$ cat src/verilog/crg_pkg.sv
package crg_pkg;

  // ****************************************************************
  // widths and reset values
  // ****************************************************************
  localparam int          CRG_WORD_W      = 16;
  localparam int          CRG_BYTE_W      = 8;
  localparam logic [15:0] CRG_PC_RST      = 16'hfffd;
  localparam logic [15:0] CRG_SP_RST      = 16'h0000;
  localparam logic [7:0]  CRG_CCB_RST     = 8'h30;
  localparam logic [7:0]  CRG_BSP_RST     = 8'h00;

  // ****************************************************************
  // condition code byte field positions
  // ****************************************************************
  localparam int CRG_CCB_HALF  = 7;
  localparam int CRG_CCB_IE    = 6;
  localparam int CRG_CCB_IL_HI = 5;
  localparam int CRG_CCB_IL_LO = 4;
  localparam int CRG_CCB_NEG   = 3;
  localparam int CRG_CCB_ZERO  = 2;
  localparam int CRG_CCB_OVF   = 1;
  localparam int CRG_CCB_CARRY = 0;

  // ****************************************************************
  // address map
  // ****************************************************************
  localparam logic [15:0] CRG_IO_BASE     = 16'h0000;
  localparam logic [15:0] CRG_DATA_BASE   = 16'h0080;
  localparam logic [15:0] CRG_BANK_BASE   = 16'h0100;
  localparam int          CRG_BANK_SHIFT  = 3;
  localparam logic [15:0] CRG_VECTOR_BASE = 16'hffc0;
  localparam int          CRG_BANKS_MAX   = 16;
  localparam int          CRG_REGS_PER_BK = 8;

  // ****************************************************************
  // register select codes and alu operations
  // ****************************************************************
  typedef enum logic [2:0] {
    CRG_SEL_PC = 3'h0,
    CRG_SEL_A  = 3'h1,
    CRG_SEL_T  = 3'h2,
    CRG_SEL_IX = 3'h3,
    CRG_SEL_EP = 3'h4,
    CRG_SEL_SP = 3'h5,
    CRG_SEL_PS = 3'h6
  } crg_sel_t;

  typedef enum logic [2:0] {
    CRG_OP_ADD = 3'h0,
    CRG_OP_SUB = 3'h1,
    CRG_OP_SHL = 3'h2,
    CRG_OP_SHR = 3'h3,
    CRG_OP_PASS = 3'h4
  } crg_op_t;

  typedef enum logic [3:0] {
    CRG_ST_IDLE  = 4'b0001,
    CRG_ST_EXEC  = 4'b0010,
    CRG_ST_WRITE = 4'b0100,
    CRG_ST_DONE  = 4'b1000
  } crg_state_t;

endpackage
$ cat src/verilog/crg_alu_if.sv
`timescale 1ns/10ps
interface crg_alu_if;
  import crg_pkg::*;
  logic [15:0] opa;
  logic [15:0] opb;
  crg_op_t     op;
  logic        wide;
  logic [15:0] res;
  logic        half;
  logic        neg;
  logic        zero;
  logic        ovf;
  logic        carry;
  modport core (output opa, opb, op, wide, input res, half, neg, zero, ovf, carry);
  modport alu  (input opa, opb, op, wide, output res, half, neg, zero, ovf, carry);
endinterface

$ cat src/verilog/crg_alu.sv
`timescale 1ns/10ps
module crg_alu (
  crg_alu_if.alu a
);
  import crg_pkg::*;

  // ****************************************************************
  // byte and word arithmetic
  // ****************************************************************
  wire [8:0]  add8  = {1'b0, a.opa[7:0]} + {1'b0, a.opb[7:0]};
  wire [8:0]  sub8  = {1'b0, a.opa[7:0]} - {1'b0, a.opb[7:0]};
  wire [4:0]  addn  = {1'b0, a.opa[3:0]} + {1'b0, a.opb[3:0]};
  wire [4:0]  subn  = {1'b0, a.opa[3:0]} - {1'b0, a.opb[3:0]};
  wire [16:0] add16 = {1'b0, a.opa} + {1'b0, a.opb};
  wire [16:0] sub16 = {1'b0, a.opa} - {1'b0, a.opb};
  wire        is_sub = (a.op == CRG_OP_SUB);
  wire        is_add = (a.op == CRG_OP_ADD);
  wire        sa = a.wide ? a.opa[15] : a.opa[7];
  wire        sb = a.wide ? a.opb[15] : a.opb[7];
  wire [15:0] sum = a.wide ? add16[15:0] : {8'h00, add8[7:0]};
  wire [15:0] dif = a.wide ? sub16[15:0] : {8'h00, sub8[7:0]};
  wire [15:0] shl = a.wide ? {a.opa[14:0], 1'b0} : {8'h00, a.opa[6:0], 1'b0};
  wire [15:0] shr = a.wide ? {1'b0, a.opa[15:1]} : {9'h000, a.opa[7:1]};
  wire [15:0] pas = a.wide ? a.opa : {8'h00, a.opa[7:0]};

  assign a.res = is_add ? sum : is_sub ? dif :
                 (a.op == CRG_OP_SHL) ? shl : (a.op == CRG_OP_SHR) ? shr : pas;
  wire        rs = a.wide ? a.res[15] : a.res[7];

  // half carry between bit 3 and 4
  assign a.half  = is_add ? addn[4] : is_sub ? subn[4] : 1'b0;
  assign a.neg   = rs;
  assign a.zero  = (a.res == 16'h0000);
  assign a.ovf   = is_add ? (sa == sb) && (rs != sa) :
                   is_sub ? (sa != sb) && (rs != sa) : 1'b0;
  assign a.carry = is_add ? (a.wide ? add16[16] : add8[8]) :
                   is_sub ? (a.wide ? sub16[16] : sub8[8]) :
                   (a.op == CRG_OP_SHL) ? sa :
                   (a.op == CRG_OP_SHR) ? a.opa[0] : 1'b0;
endmodule

$ cat src/verilog/crg_core_regs.sv
`timescale 1ns/10ps
// Overview of operation
// - sixteen-bit program counter points at the instruction being fetched.
// - sixteen-bit accumulator; byte operations use only its low byte.
// - sixteen-bit temporary accumulator is second operand; low byte for bytes.
// - sixteen-bit index register and separate sixteen-bit extra pointer.
// - sixteen-bit stack pointer addresses the stack area.
// - status word high byte is bank pointer, low byte condition codes.
// - half carry set on carry or borrow between bits 3 and 4.
// - interrupt enable permits interrupts when 1; reset clears it.
// - two-bit level field; accept request only of higher priority.
// - negative flag follows result most significant bit.
// - zero flag set when result equals zero.
// - overflow flag set on two's complement overflow.
// - carry flag set on carry or borrow out of bit 7, or out of bit 15 for wide operations.
// - shifts put the shifted-out bit into carry.
// - general registers are bytes in memory, eight per bank, 16 banks.
// - register addressing uses bank selected by the bank pointer.
// - one 64 Kbyte space; I/O area at the lowest address.
// - data area sits directly above the I/O area.
// - program fills from top; vectors at the highest addresses.
module crg_core_regs #(
  parameter int NUM_BANKS = 16
) (
  // clock and reset
  input  wire logic              i_core_clk,
  input  wire logic              i_reset,
  // operation request
  input  wire logic              i_op_valid,
  input  wire crg_pkg::crg_op_t  i_op,
  input  wire logic              i_op_wide,
  input  wire crg_pkg::crg_sel_t i_dst_sel,
  input  wire logic              i_flags_upd,
  // direct register load
  input  wire logic              i_load_valid,
  input  wire crg_pkg::crg_sel_t i_load_sel,
  input  wire logic [15:0]       i_load_data,
  input  wire logic              i_pc_inc,
  // interrupt request
  input  wire logic              i_irq_req,
  input  wire logic [1:0]        i_irq_level,
  // general register addressing
  input  wire logic [2:0]        i_gpr_idx,
  // outputs
  output logic [15:0]            o_pc,
  output logic [15:0]            o_acc,
  output logic [15:0]            o_tmp,
  output logic [15:0]            o_index_reg,
  output logic [15:0]            o_extra_pointer,
  output logic [15:0]            o_stack_pointer,
  output logic [15:0]            o_program_status_word,
  output logic [15:0]            o_gpr_addr,
  output logic                   o_irq_accept,
  output logic                   o_pc_in_io,
  output logic                   o_pc_in_vectors,
  output logic                   o_busy,
  output logic                   o_done
);
  import crg_pkg::*;

  // ****************************************************************
  // registers
  // ****************************************************************
  logic [15:0] pc_q, acc_q, tmp_q, ix_q, ep_q, sp_q;
  logic [7:0]  bsp_q, ccb_q;
  logic [15:0] res_q;
  logic [15:0] gpr_addr_q;
  logic        irq_acc_q, in_io_q, in_vec_q;
  crg_state_t  st_q, st_d;
  crg_op_t     op_q;
  logic        wide_q, upd_q, busy_q;
  crg_sel_t    dst_q;
  logic [7:0]  flags_q;

  crg_alu_if alu_bus ();

  crg_alu u_alu (
    .a (alu_bus)
  );

  // ****************************************************************
  // operand selection
  // ****************************************************************
  assign alu_bus.opa  = acc_q;
  assign alu_bus.opb  = tmp_q;
  assign alu_bus.op   = op_q;
  assign alu_bus.wide = wide_q;

  wire [7:0] ccb_alu = {alu_bus.half, ccb_q[CRG_CCB_IE], ccb_q[CRG_CCB_IL_HI],
                        ccb_q[CRG_CCB_IL_LO], alu_bus.neg, alu_bus.zero,
                        alu_bus.ovf, alu_bus.carry};

  // ****************************************************************
  // state machine
  // ****************************************************************
  always_comb begin
    case (st_q)
      CRG_ST_IDLE:  st_d = i_op_valid ? CRG_ST_EXEC : CRG_ST_IDLE;
      CRG_ST_EXEC:  st_d = CRG_ST_WRITE;
      CRG_ST_WRITE: st_d = CRG_ST_DONE;
      CRG_ST_DONE:  st_d = CRG_ST_IDLE;
      default:      st_d = CRG_ST_IDLE;
    endcase
  end

  wire exec_now  = (st_q == CRG_ST_EXEC);
  wire write_now = (st_q == CRG_ST_WRITE);
  wire load_now  = i_load_valid && (st_q == CRG_ST_IDLE) && !i_op_valid;

  always_ff @(posedge i_core_clk) begin
    if (i_reset) begin
      st_q   <= CRG_ST_IDLE;
      busy_q <= 1'b0;
      op_q   <= CRG_OP_PASS;
      wide_q <= 1'b0;
      upd_q  <= 1'b0;
      dst_q  <= CRG_SEL_A;
    end else begin
      st_q   <= st_d;
      busy_q <= (st_d != CRG_ST_IDLE);
      if (st_q == CRG_ST_IDLE && i_op_valid) begin
        op_q   <= i_op;
        wide_q <= i_op_wide;
        upd_q  <= i_flags_upd;
        dst_q  <= i_dst_sel;
      end
    end
  end

  always_ff @(posedge i_core_clk) begin
    if (i_reset) begin
      res_q   <= 16'h0000;
      flags_q <= CRG_CCB_RST;
    end else if (exec_now) begin
      res_q   <= alu_bus.res;
      flags_q <= ccb_alu;
    end
  end

  // ****************************************************************
  // register write decode
  // ****************************************************************
  wire [15:0] wr_data = write_now ? res_q : i_load_data;
  wire        wr_en   = write_now || load_now;
  wire [2:0]  wr_sel  = write_now ? dst_q : i_load_sel;
  wire        wr_pc   = wr_en && wr_sel == CRG_SEL_PC;
  wire        wr_a    = wr_en && wr_sel == CRG_SEL_A;
  wire        wr_t    = wr_en && wr_sel == CRG_SEL_T;
  wire        wr_ix   = wr_en && wr_sel == CRG_SEL_IX;
  wire        wr_ep   = wr_en && wr_sel == CRG_SEL_EP;
  wire        wr_sp   = wr_en && wr_sel == CRG_SEL_SP;
  wire        wr_ps   = wr_en && wr_sel == CRG_SEL_PS;
  wire        wr_flag = write_now && upd_q;
  wire [15:0] pc_next = pc_q + 16'h0001;

  // ****************************************************************
  // dedicated registers
  // ****************************************************************
  always_ff @(posedge i_core_clk) begin
    if (i_reset) begin
      pc_q <= CRG_PC_RST;
    end else if (wr_pc) begin
      pc_q <= wr_data;
    end else if (i_pc_inc) begin
      pc_q <= pc_next;
    end
  end

  always_ff @(posedge i_core_clk) begin
    if (i_reset) begin
      acc_q <= 16'h0000;
      tmp_q <= 16'h0000;
    end else begin
      if (wr_a) acc_q <= wr_data;
      if (wr_t) tmp_q <= wr_data;
    end
  end

  always_ff @(posedge i_core_clk) begin
    if (i_reset) begin
      ix_q <= 16'h0000;
      ep_q <= 16'h0000;
      sp_q <= CRG_SP_RST;
    end else begin
      if (wr_ix) ix_q <= wr_data;
      if (wr_ep) ep_q <= wr_data;
      if (wr_sp) sp_q <= wr_data;
    end
  end

  // ****************************************************************
  // program status word
  // ****************************************************************
  always_ff @(posedge i_core_clk) begin
    if (i_reset) begin
      bsp_q <= CRG_BSP_RST;
      ccb_q <= CRG_CCB_RST;
    end else if (wr_ps) begin
      bsp_q <= wr_data[15:8];
      ccb_q <= wr_data[7:0];
    end else if (wr_flag) begin
      ccb_q <= flags_q;
    end
  end

  // ****************************************************************
  // interrupt acceptance
  // ****************************************************************
  wire [1:0] il_field  = ccb_q[CRG_CCB_IL_HI:CRG_CCB_IL_LO];
  wire       irq_ok    = ccb_q[CRG_CCB_IE] && (i_irq_level < il_field);

  always_ff @(posedge i_core_clk) begin
    if (i_reset) begin
      irq_acc_q <= 1'b0;
    end else begin
      irq_acc_q <= i_irq_req && irq_ok;
    end
  end

  // ****************************************************************
  // general register bank address and memory map
  // ****************************************************************
  localparam int BSP_W = $clog2(NUM_BANKS);
  wire [BSP_W-1:0] bank_sel = bsp_q[BSP_W-1:0];
  wire [15:0] bank_off = 16'(bank_sel) << CRG_BANK_SHIFT;
  wire [15:0] gpr_addr = CRG_BANK_BASE + bank_off + {13'h0000, i_gpr_idx};
  wire        pc_io    = (pc_q < CRG_DATA_BASE);
  wire        pc_vec   = (pc_q >= CRG_VECTOR_BASE);

  always_ff @(posedge i_core_clk) begin
    if (i_reset) begin
      gpr_addr_q <= CRG_BANK_BASE;
      in_io_q    <= 1'b0;
      in_vec_q   <= 1'b0;
    end else begin
      gpr_addr_q <= gpr_addr;
      in_io_q    <= pc_io;
      in_vec_q   <= pc_vec;
    end
  end

  // ****************************************************************
  // outputs
  // ****************************************************************
  assign o_pc                  = pc_q;
  assign o_acc                 = acc_q;
  assign o_tmp                 = tmp_q;
  assign o_index_reg           = ix_q;
  assign o_extra_pointer       = ep_q;
  assign o_stack_pointer       = sp_q;
  assign o_program_status_word = {bsp_q, ccb_q};
  assign o_gpr_addr            = gpr_addr_q;
  assign o_irq_accept          = irq_acc_q;
  assign o_pc_in_io            = in_io_q;
  assign o_pc_in_vectors       = in_vec_q;
  assign o_busy                = busy_q;
  assign o_done                = st_q[3];
endmodule

$ cat config.mk
export PLATFORM = sky130hd
export DESIGN_NAME = crg_core_regs
export DESIGN_NICKNAME = d
export VERILOG_FILES = /design/src/verilog/crg_pkg.sv /design/src/verilog/crg_alu_if.sv /design/src/verilog/crg_alu.sv /design/src/verilog/crg_core_regs.sv
export SDC_FILE = /design/constraint.sdc
export NUM_CORES = 1
export LEC_CHECK = 0
export BUFFER_PORTS_ARGS = -buffer_cell sky130_fd_sc_hd__buf_4
export CAP_MARGIN = 25
export CORE_UTILIZATION = 45
export CTS_CLUSTER_DIAMETER = 150
export CTS_CLUSTER_SIZE = 14
export DETAILED_ROUTE_END_ITERATION = 7
export PLACE_DENSITY = 0.67
export SYNTH_ARGS = -nofsm -noshare
export SYNTH_HDL_FRONTEND = slang
export SYNTH_SLANG_ARGS = --single-unit
$ cat constraint.sdc
create_clock -name i_core_clk -period 6.7 [get_ports i_core_clk]
set_input_delay 1.005 -clock i_core_clk [delete_from_list [all_inputs] [get_ports i_core_clk]]
set_output_delay 1.005 -clock i_core_clk [all_outputs]
set_load 0.02 [all_outputs]
Word-level counts from Yosys, hierarchy flattened
Cells that the tools add are included.

storage, ports and cells
  register bits after elaboration = 168
  input port bits = 38
  output and inout port bits = 133
  logic and storage cells = 100

cells by class
  $add $sub $neg = 9
  magnitude comparators = 3
  equal/unequal tests = 16
  muxes and demuxes = 30
  reduce and logical (&&, ||, !) cells = 22

operator list
  operator                                                                count
  16-bit 2-to-1 mux                                                       11
  16-bit by 16-bit adder with 17-bit output                               1
  16-bit by 16-bit subtractor with 17-bit output                          1
  16-bit by 1-bit adder with 16-bit output (second input constant)        1
  16-bit greater-or-equal comparator (second input constant)              1
  16-bit zero test                                                        1
  16-bit by 8-bit < comparator with 1-bit output (second input constant)  1
  8-bit 2-to-1 mux                                                        2
  1-bit logical AND                                                       15
  15-bit 2-to-1 mux                                                       1
  1-bit 2-to-1 mux                                                        13
  3-bit by 2-bit == test with 1-bit output (second input constant)        4
  4-bit case mux with 3 select lines                                      1
  10-bit by 3-bit adder with 11-bit output                                1
  9-bit by 7-bit adder with 10-bit output (first input constant)          1
  8-bit by 8-bit adder with 9-bit output                                  1
  3-bit == test (second input constant)                                   3
  8-bit by 8-bit subtractor with 9-bit output                             1
  3-bit by 1-bit == test with 1-bit output (second input constant)        2
  3-bit zero test                                                         2
  4-bit by 4-bit adder with 5-bit output                                  1
  4-bit by 4-bit subtractor with 5-bit output                             1
  4-bit by 1-bit == test with 1-bit output (second input constant)        1
  4-bit by 2-bit == test with 1-bit output (second input constant)        1
  other kinds (10)                                                        12

Longest topological paths before layout
Gate-level depths: netlist (run 1).

  depth in word-level cells = 10
  gate-level depth with buffers = 13
  depth with buffers taken out = 13

By module
From an unflattened synthesis (run 1), not the netlist that was laid out.

second synthesis, totals
  cells, all modules = 1002
  area, all modules = 8574.5 sq um

modules (own cells, without submodules)
  module         times used  cells an instance  area an instance (sq um)  sequential area each (sq um)
  crg_core_regs  1           646                6170.9                    3183.1
  crg_alu        1           356                2403.6                    0.0

Worst setup path after synthesis (run 1)
OpenSTA, ideal clock, no wires.

  kind = register to register
  start = register tmp_q[0], in the netlist o_tmp[0]
  end = register flags_q[2]
  library setup time = 0.060 ns
  data arrival time = 2.870 ns
  required time = 6.640 ns
  path slack = 3.770 ns
  cell stages (with the launch flop) = 13
  path buffers = 0
  clock period less this slack = 2.930 ns
  cells stage by stage = dfxtp_1 ha_1 inv_1 fa_1 a211oi_1 o211ai_1 a41oi_1 o32ai_1 a2111oi_0 nor2_1 a211oi_1 nand4_1 nand2_1

on the way
  word-level cells in the longest chain between the ends = 5
  elaborated cells between the ends (all ways) = 9
  classes of those cells = add/sub (4); mux (4); reduce/logical (1)

RTL lines
  item                                                                                                           line                          text
  from (decl)                                                                                                    crg_core_regs.sv:64           logic [15:0] pc_q, acc_q, tmp_q, ix_q, ep_q, sp_q;
  from (signal assigned)                                                                                         crg_core_regs.sv:175          if (wr_t) tmp_q <= wr_data;
  16-bit by 16-bit subtractor with 17-bit output or 8-bit by 8-bit subtractor with 9-bit output (tied branches)  crg_alu.sv:15, crg_alu.sv:11
  16-bit 2-to-1 mux                                                                                              crg_alu.sv:21                 wire [15:0] dif = a.wide ? sub16[15:0] : {8'h00, sub8[7:0]};
  16-bit 2-to-1 mux                                                                                              crg_alu.sv:26                 assign a.res = is_add ? sum : is_sub ? dif :
  16-bit 2-to-1 mux (*)                                                                                          crg_alu.sv:26
  16-bit zero test (*)                                                                                           crg_alu.sv:33                 assign a.zero = (a.res == 16'h0000);
  to (signal assigned)                                                                                           crg_core_regs.sv:136          flags_q <= ccb_alu;
  to (decl)                                                                                                      crg_core_regs.sv:73           logic [7:0] flags_q;

Mark *: on every way between the ends. The rest lies on a longest branch, timed or not.
A chain may end at the register's enable or synchronous reset.

Worst setup path after layout (run 1)
  start = register acc_q[0], in the netlist o_acc[0]
  end = register flags_q[2]

on the way
  word-level cells in the longest chain between the ends = 6
  elaborated cells between the ends (all ways) = 13
  classes of those cells = add/sub (4); mux (8); reduce/logical (1)

RTL lines
  item                                                                                                    line                  text
  from (decl)                                                                                             crg_core_regs.sv:64
  from (signal assigned)                                                                                  crg_core_regs.sv:174  if (wr_a) acc_q <= wr_data;
  parallel branches: the longest is 4 deep, another holds 16-bit by 16-bit subtractor with 17-bit output  -
  16-bit 2-to-1 mux (*)                                                                                   crg_alu.sv:26
  16-bit zero test (*)                                                                                    crg_alu.sv:33

Mark *: on every way between the ends.

==> flow_summary.yaml, run 1 <==
outcome:
  status: "completed"
synthesis:
  synthArstFlopShare_pct: 0
  synth_seq_cells: 159
  synthCells: 1007
  synthFlopType: "dfxtp_1"
  synth.avg_cell_area_um2: 8.45
  ys_warn_count: 0
  ys_types: 78
  syn_area_mm2: 0.00851
  ys_seq_area_share_pct: 37.4
  synth_edf_count: 0
routing:
  first_pass_iters: 6
  via_count: 7987
  wirelength_um: 26700
  drt_iter0_drc: 793
  wl_per_cell_um: 19.4
  viasPerCell: 5.80
  final_antenna_net_count: 0
  drc: 0
layout:
  layoutNonFillerInstCount: 1377
  layout_common_cells: "buf_4, dfxtp_1, nor2_1"
  seq_area_mm2: 0.00318
  fin_area_mm2: 0.0105
  layout_commonest_cell: "buf_4"
  syn2layout_area_growth_pct: 23.6
  layout-drive-gt1-share_pct: 22.1
  fillers: 1678
  multi_input_area_mm2: 0.00488
  n_antenna_cell: 0
  nets: 1210
timing:
  rsz0062_at_grt: "no"
  period_share_pct: 51.2
  finalSetupTns_ns: 0
  final_max_slew_viol_count: 0
  fin_hold_ws_ns: 0.459
  worst_slew_pin_slew_ns: 1.07
  fin_skew_ns: 0.0125
  layout_min_cycle_time_ns: 3.43
  relSlewSlack_pct: 26.4
  hold_viol_final: 0
  fmax_mhz: 292
  setup_viol: 0
power_and_ir_drop:
  power_switching_share_pct: 30.6
  p_per_area_mw_per_mm2: 227
  p_seq_share_pct: 42.4
  internal_power_mw: 1.66
  power.total_mw: 2.39
  vdd_ir_drop_max_uv: 201
  pwr-share-clk_pct: 43.4
  power_switching_mw: 0.731
  power_frac_comb_pct: 14.2
  p_leak_nw: 4.40
cts:
  clk_pin_slew_ns: 0.08
  hold_buffers: 0
  cts.sinks: 159
  clk_latency_ns: 0.45
  postCtsSetupRepairBufs: 0
  clk_path_buf_depth: 2
  cts_resized: 0
  cts_tree: "yes"
  root_buffer: "clkbuf_16"
  cts_made_buffers: 17
  htree_levels: 4
setup_path:
  critical_path_class: "flop to flop"
  cp.arrival_ns: 3.81
  crit_path_start_kind: "flop"
  critPathRequiredTime_ns: 7.08
  cp_max_fo: 7
  cp-end-kind: "flop"
die:
  io_pins: 171
  core_mm2: 0.0183
  placementRows: 49
  initial_utilization_pct: 46.6
  die_w_um: 140
  die_y_um: 140
  die-area_mm2: 0.0195
global_route:
  grt_max_degree: 93
  grt_util_all_layers_pct: 27.6
  gr-total-overflow: 0
  grt_pass1_wl_um: 41700
  antenna_found_initial: 0
  first_global_vias: 7261
job:
  maxCapViolCount: 0
min_path:
  hold_path_class: "flop to flop"
placement:
  io_buffers: 161
  hpwl_um: 18500
  routabilityCongestion: 0.938
  dpl-instance-area_mm2: 0.00986
  place_inst: 1343
-- worst max-delay path: stages (launching register included) --
cell and delay [ns]:
dfxtp_1 0.37, inv_1 0.08, ha_1 0.17, inv_1 0.06, fa_1 0.41, a211oi_1 0.35, o211ai_1 0.21, a41oi_1 0.45
o32ai_1 0.18, a2111oi_0 0.53, nor2_1 0.14, a211oi_1 0.22, nand4_1 0.11, nand2_1 0.09
-- cell families (layout without fill, tap and decap cells) --
logic type	after synthesis	in the layout	share of synthesized area, %
buf+inv	120	254	5.88
simple gates	341	341	19.0
flops	159	159	37.4
fa+ha+maj	37	37	5.62
mux	54	54	6.38
xor+xnor	27	27	2.78
compound gates	267	267	22.8
other cells	2	9	0.0883
-- power by group through the flow --
stage	combinational (mW)	sequential, mW	clock (mW)
floorplan	0.203	1.05	0
global placement	0.331	1.03	0
detailed placement	0.334	1.03	0
CTS	0.336	1.01	1.05
global route	0.372	1.02	1.09
finish	0.340	1.01	1.04
-- through the flow --
stage	utilization [%]	worst slack (ns)
2_1_floorplan	-	3.77
3_3_place_gp	53.8	3.44
3_5_place_dp	54.0	3.47
4_1_cts	57.5	3.41
5_1_grt	57.5	3.00
6_report	57.5	3.27
-- cells in the mapped netlist, types with 4 or more instances --
master      n  area share (%)
a31oi_1     7            0.51
o21ai_0    27             1.6
mux2i_1    52             6.1
o41ai_1     4            0.41
nor3b_1     4            0.35
nand4_1     6            0.44
nand3_1    14            0.82
a211o_1     4            0.41
o211ai_1    6            0.53
a21o_1      7            0.62
a221oi_1    5            0.51
o31ai_1     4            0.35
and2_1      5            0.37
or2_2      21             1.5
buf_4       9            0.79
or4_1       4            0.35
o22ai_1     4            0.29
or3_1       4            0.29
a211oi_1  115              10
inv_1      40             1.8
buf_2       7            0.41
nor3_1     16            0.94
clkbuf_1   60             2.6
nor2_1    159             7.0
xnor2_1    17             1.7
nor2b_1    19             1.4
dfxtp_1   159              37
and3_1     11            0.81
nand2_1    52             2.3
ha_1       35             5.1
xor2_1     10             1.0
a21oi_1    38             2.2
nand2b_1    9            0.66
-- routing by layer --
layer | vias to the layer above | track usage, % | wire, µm
li1 | 3850 | - | -
met1 | 3765 | 38.8 | 12400
met2 | 321 | 42.4 | 11800
met3 | 51 | 5.37 | 1870
met4 | 0 | 9.12 | 670
met5 | - | 0 | 0
-- final timing paths --
check                             endpoint  startpoint  slack (ns)  cells after the start
worst max-delay path            flags_q[2]    o_acc[0]        3.27                     13
worst min-delay path            flags_q[6]  flags_q[6]        0.46                      2
worst max register to register  flags_q[2]    o_acc[0]        3.27                     13
worst min register to register  flags_q[6]  flags_q[6]        0.46                      2
-- area by class of cell --
type                            instances  area share [%]
Clock inverter                         15            2.02
Tap cell                              229            2.73
Inverter                               40            1.43
Multi-Input combinational cell        735            46.4
Timing Repair Buffer                  182            13.1
Clock buffer                           17            4.05
Sequential cell                       159            30.3
No activity file was read; power rests on OpenSTA's default activity.
==> inputs of run 2 (changes only) <==
--- a/config.mk
+++ b/config.mk
@@ -5,6 +5,7 @@
 export SDC_FILE = /design/constraint.sdc
 export NUM_CORES = 1
 export LEC_CHECK = 0
+export ABC_AREA = 1
 export BUFFER_PORTS_ARGS = -buffer_cell sky130_fd_sc_hd__buf_4
 export CAP_MARGIN = 25
 export CORE_UTILIZATION = 45
==> constraint.sdc (replaced) <==
create_clock -name i_core_clk -period 3.3 [get_ports i_core_clk]
set_input_delay 0.495 -clock i_core_clk [delete_from_list [all_inputs] [get_ports i_core_clk]]
set_output_delay 0.495 -clock i_core_clk [all_outputs]
set_load 0.02 [all_outputs]
==> run 2 against run 1 <==
  * Clock power increased by 89%
  * Critical path depth decreased by 3
  * Combinational power increased by 100%
  * Register-to-register slack got worse by 2.7 ns
  * Worst setup slack got worse by 2.7 ns
  * Die area increased by 7.6%
  * Area after synthesis increased by 7.7%
  * Synthesized cell count increased by 38%
  * Total power increased by 97%
  * Cell count increased by 31%
  * Sequential power increased by 100%
  * Sequential share of layout area decreased by 1.7 points
  * Critical endpoint is now o_tmp[8]
  * Largest power group is now registers
==> flow_summary.yaml, run 2 <==
outcome:
  status: "completed"
global_route:
  grt_util_all_layers_pct: 29.9
  antenna_found_initial: 0
  grt_pass1_wl_um: 47100
  first_global_vias: 8676
  gr-total-overflow: 0
  grt_max_degree: 58
layout:
  layoutNonFillerInstCount: 1805
  seq_area_mm2: 0.00318
  multi_input_area_mm2: 0.00494
  n_antenna_cell: 0
  nets: 1602
  syn2layout_area_growth_pct: 21.4
  fillers: 2027
  layout_common_cells: "nand2_1, buf_4, inv_1"
  layout-drive-gt1-share_pct: 16.0
  layout_commonest_cell: "nand2_1"
timing:
  period_share_pct: 81.4
  setup_viol: 0
  layout_min_cycle_time_ns: 2.69
  finalSetupTns_ns: 0
  hold_viol_final: 0
  final_max_slew_viol_count: 0
  rsz0062_at_grt: "no"
  relSlewSlack_pct: 35.9
  fin_skew_ns: 0.00834
  fmax_mhz: 372
  worst_slew_pin_slew_ns: 0.960
cts:
  cts_made_buffers: 17
  postCtsSetupRepairBufs: 0
  cts.sinks: 159
  clk_pin_slew_ns: 0.07
  clk_path_buf_depth: 2
  htree_levels: 4
  hold_buffers: 0
  clk_latency_ns: 0.43
  cts_resized: 0
  root_buffer: "clkbuf_16"
  cts_tree: "yes"
setup_path:
  crit_family: "simple AND/OR/NAND/NOR gates"
  cp.arrival_ns: 3.00
  crit_end: "o_tmp[8]"
  crit_path_start_kind: "flop"
  path_buf_inv: 2
  r2r_slack_ns: 0.61
  cp-end-kind: "flop"
  r2r_end: "o_tmp[8]"
  critPathRequiredTime_ns: 3.61
  cp_max_fo: 28
  cp_cell_sequence: "nor2_2 > nand3_4 > inv_2 > or2_1 > o21ai_0 > nand2_1 > inv_2 > nand2_1 > o21ai_0 > a21oi_1"
  reg2reg_depth: 10
  critPathLaunch: "st_q[3]"
  reg2reg_from: "st_q[3]"
  crit_slowest_cell: "nand2_1"
  worst-path-stages: 10
  critical_path_class: "flop to flop"
  slowest_delay_ns: 0.62
synthesis:
  synth_common_cells: "nand2_1, inv_1, dfxtp_1"
  ys_seq_area_share_pct: 34.7
  synthTopCellsByArea: "dfxtp_1, nand2_1, a21oi_1, inv_1, nand3_1"
  synthFlopType: "dfxtp_1"
  synth_edf_count: 0
  post-synth-top-count-cell: "nand2_1"
  synthArstFlopShare_pct: 0
  synth_seq_cells: 159
  ys_warn_count: 0
  syn_area_mm2: 0.00917
  synth_top_cell_area_share_pct: 34.7
  ys_types: 47
  synth.avg_cell_area_um2: 6.59
  synthCells: 1390
  yosys.area.top_type: "dfxtp_1"
routing:
  first_pass_iters: 6
  wl_per_cell_um: 17.1
  wirelength_um: 30800
  drc: 0
  via_count: 9742
  drt_iter0_drc: 853
  viasPerCell: 5.40
  final_antenna_net_count: 0
power_and_ir_drop:
  p_leak_nw: 5.47
  vdd_ir_drop_max_uv: 366
  p_per_area_mw_per_mm2: 423
die:
  die-area_mm2: 0.0209
  placementRows: 51
  core_mm2: 0.0197
  io_pins: 171
  die_y_um: 145
  initial_utilization_pct: 46.5
  die_w_um: 145
placement:
  place_inst: 1773
  io_buffers: 161
  routabilityCongestion: 0.999
  hpwl_um: 22900
job:
  maxCapViolCount: 0
min_path:
  hold_path_class: "input pin to flop"
==> run 2: worst min-delay path by stage <==
stage | from | end | slack (ns) | cells after the start
after floorplan | upd_q | upd_q | 0.43 | 2
after global placement | o_index_reg[13] | o_index_reg[13] | 0.44 | 2
after detailed placement | o_index_reg[13] | o_index_reg[13] | 0.44 | 2
after CTS | i_gpr_idx[1] | o_gpr_addr[1] | 0.25 | 3
after global routing | i_gpr_idx[0] | o_gpr_addr[0] | 0.26 | 3
final | i_gpr_idx[1] | o_gpr_addr[1] | 0.26 | 3
==> run 2: cell families (layout without fill, tap and decap cells) <==
logic type	Yosys count	count (layout)	share of synthesized area, %
AO/OA/AOI/OAI	302	302	17.9
XOR/XNOR	18	18	1.72
adder cells (fa/ha/maj)	37	37	5.21
buffers and inverters	258	401	11.6
flip-flops	159	159	34.7
multiplexers	2	2	0.218
other	2	9	0.0819
AND/OR/NAND/NOR	612	612	28.5
==> run 2: layout make-up <==
type	instances	area share [%]
Clock inverter	15	1.48
Inverter	187	6.31
Tap cell	265	2.98
Clock buffer	17	3.82
Multi-Input combinational cell	980	44.4
Timing Repair Buffer	182	12.4
Sequential cell	159	28.6
==> run 2: report_power, final <==
part / internal, mW / leakage [nW] / total [mW] / switching, mW
Combinational: 0.232 / 3.89 / 0.696 / 0.463
Clock: 1.02 / 0.293 / 1.97 / 0.950
Sequential: 1.98 / 1.29 / 2.03 / 0.0584
==> run 2: through the flow <==
stage	power, mW	hold WS (ns)	instance area [µm²]	setup WS (ns)	utilization (%)
final	4.70	0.263	11100	0.613	56.4
after global routing	4.89	0.263	11100	0.243	56.4
after CTS	4.71	0.253	11100	0.652	56.4
after detailed placement	2.76	0.438	10500	0.669	53.4
after global placement	2.76	0.435	10500	0.702	53.4
after floorplan	2.52	0.430	9190	1.09	-
==> run 2: tightest hold or removal path, stage by stage <==
cell	delay, ns
buf_4	0.08
inv_1	0.03
nor2_1	0.06
==> run 2: metal layers <==
metal / GRT usage, % / up-vias / share of wire, % / wire, µm
met2: 47.9 / 460 / 45 / 14000
met3: 5.76 / 61 / 8.8 / 2700
met5: 0 / - / 0 / 0
met4: 9.75 / 0 / 2.9 / 894
li1: - / 4775 / - / -
met1: 40.1 / 4446 / 43 / 13200
==> inputs of run 3 (changes only) <==
==> constraint.sdc (replaced) <==
create_clock -name i_core_clk -period 2.5 [get_ports i_core_clk]
set_input_delay 0.375 -clock i_core_clk [delete_from_list [all_inputs] [get_ports i_core_clk]]
set_output_delay 0.375 -clock i_core_clk [all_outputs]
set_load 0.02 [all_outputs]
==> run 3 against run 2 <==
  * Register-to-register slack lost 0.48 ns
  * Combinational power grew 38%
  * Cell count grew 1.6%
  * First-iteration DRC count shrank 2.7%
  * Via count grew 1.3%
  * Critical path depth grew 4
  * Largest cell class unchanged
  * Highest routed layer unchanged
==> flow_summary.yaml, run 3 (synthesis gave the netlist of run 2 again) <==
layout:
  nets: 1631
  layout_common_cells: "nand2_1, buf_4, inv_1"
  layoutNonFillerInstCount: 1834
  utilization_pct: 58.0
  layout-drive-gt1-share_pct: 19.1
  syn2layout_area_growth_pct: 24.8
  layout_commonest_cell: "nand2_1"
  n_antenna_cell: 0
  fillers: 2007
power_and_ir_drop:
  power.total_mw: 6.24
  vdd_ir_drop_max_uv: 434
  internal_power_mw: 4.29
  p_seq_share_pct: 43.0
  p_leak_nw: 5.61
  power_frac_comb_pct: 15.4
  pwr-share-clk_pct: 41.5
  power_switching_share_pct: 31.2
  power_switching_mw: 1.95
  p_per_area_mw_per_mm2: 545
cts:
  clk_path_buf_depth: 2
  clk_latency_ns: 0.43
  cts_resized: 0
  clk_pin_slew_ns: 0.07
  cts_tree: "yes"
  root_buffer: "clkbuf_16"
  cts_made_buffers: 17
  htree_levels: 4
  cts.sinks: 159
  postCtsSetupRepairBufs: 0
  hold_buffers: 0
setup_path:
  cp_max_fo: 4
  critPathRequiredTime_ns: 2.86
  critical_path_class: "flop to flop"
  reg2reg_depth: 14
  crit_path_start_kind: "flop"
  cp.arrival_ns: 2.73
  cp-end-kind: "flop"
timing:
  worst_slew_pin_slew_ns: 0.722
  fin_skew_ns: 0.00973
  fin_hold_ws_ns: 0.143
  setup_viol: 0
  hold_viol_final: 0
  final_max_slew_viol_count: 0
  fmax_mhz: 422
  layout_min_cycle_time_ns: 2.37
  rsz0062_at_grt: "yes"
  relSlewSlack_pct: 51.6
  finalSetupTns_ns: 0
  period_share_pct: 94.7
die:
  core_mm2: 0.0197
  die-area_mm2: 0.0209
  die_y_um: 145
  die_w_um: 145
  initial_utilization_pct: 46.5
  placementRows: 51
  io_pins: 171
placement:
  hpwl_um: 23800
  routabilityCongestion: 0.992
  io_buffers: 161
  place_inst: 1802
global_route:
  first_global_vias: 9016
  grt_pass1_wl_um: 48900
  gr-total-overflow: 0
  grt_util_all_layers_pct: 31.0
  antenna_found_initial: 0
  grt_max_degree: 56
routing:
  final_antenna_net_count: 0
  viasPerCell: 5.38
  drt_iter0_drc: 830
  via_count: 9873
  wirelength_um: 31800
  drc: 0
  wl_per_cell_um: 17.3
  first_pass_iters: 5
min_path:
  hold_path_depth: 3
  hold_path_class: "input pin to flop"
outcome:
  status: "completed"
job:
  maxCapViolCount: 0
## run 3: changes by cell type in the layout (fill, tap and decap cells not counted), moves of 3 or more
cell,before,now
ha_4,0,4
dfxtp_1,159,156
dfxtp_2,0,3
nor2_1,94,90
ha_2,0,6
ha_1,35,25
nor2_2,5,8
buf_4,181,210
## run 3: critical path, cell delays in order (launching register included)
cell     delay (ns)
dfxtp_2        0.34
inv_2          0.07
ha_1           0.16
inv_1          0.08
fa_2           0.37
o21ai_0        0.24
xor2_1         0.24
nand2_1        0.08
nand2_1        0.06
nand2_1        0.08
nor2_1         0.11
nand2_1        0.07
nor2_1         0.14
nand4_1        0.10
a21oi_1        0.13
## run 3: worst paths after layout
kind,slack (ns),to,from
setup / recovery,0.13,flags_q[2],o_acc[0]
hold / removal,0.14,o_gpr_addr[2],i_gpr_idx[2]
setup reg to reg,0.13,flags_q[2],o_acc[0]
hold reg to reg,0.45,o_index_reg[12],o_index_reg[12]
## run 3: power groups by stage
stage	registers, mW	logic (mW)	clock network, mW
final	2.68	0.961	2.59
after global routing	2.69	1.06	2.74
after CTS	2.68	0.939	2.61
after detailed placement	2.74	0.935	0
after global placement	2.74	0.929	0
after floorplan	2.79	0.542	0
## run 3: layer usage
layer / share of wire [%] / GRT usage [%] / vias to the layer above
met1: 45 / 43.5 / 4597
met5: 0 / 0 / -
met4: 2.8 / 11.2 / 0
li1: - / - / 4823
met3: 7.6 / 4.90 / 55
met2: 45 / 47.7 / 398
## run 3: area by class of cell
class                           count  area (µm²)  area share, %
Tap cell                          265         332           2.90
Inverter                          187         702           6.14
Clock inverter                     15         159           1.39
Clock buffer                       17         425           3.72
Multi-Input combinational cell    980        5040           44.0
Sequential cell                   159        3190           27.9
Timing Repair Buffer              211        1600           14.0
## run 3: through the flow
stage          cell area, µm²  setup WS, ns
6_report                11400         0.133
5_1_grt                 11400       -0.0964
4_1_cts                 11300        0.0240
3_5_place_dp            10800        0.0196
3_3_place_gp            10800        0.0708
2_1_floorplan            9190         0.285
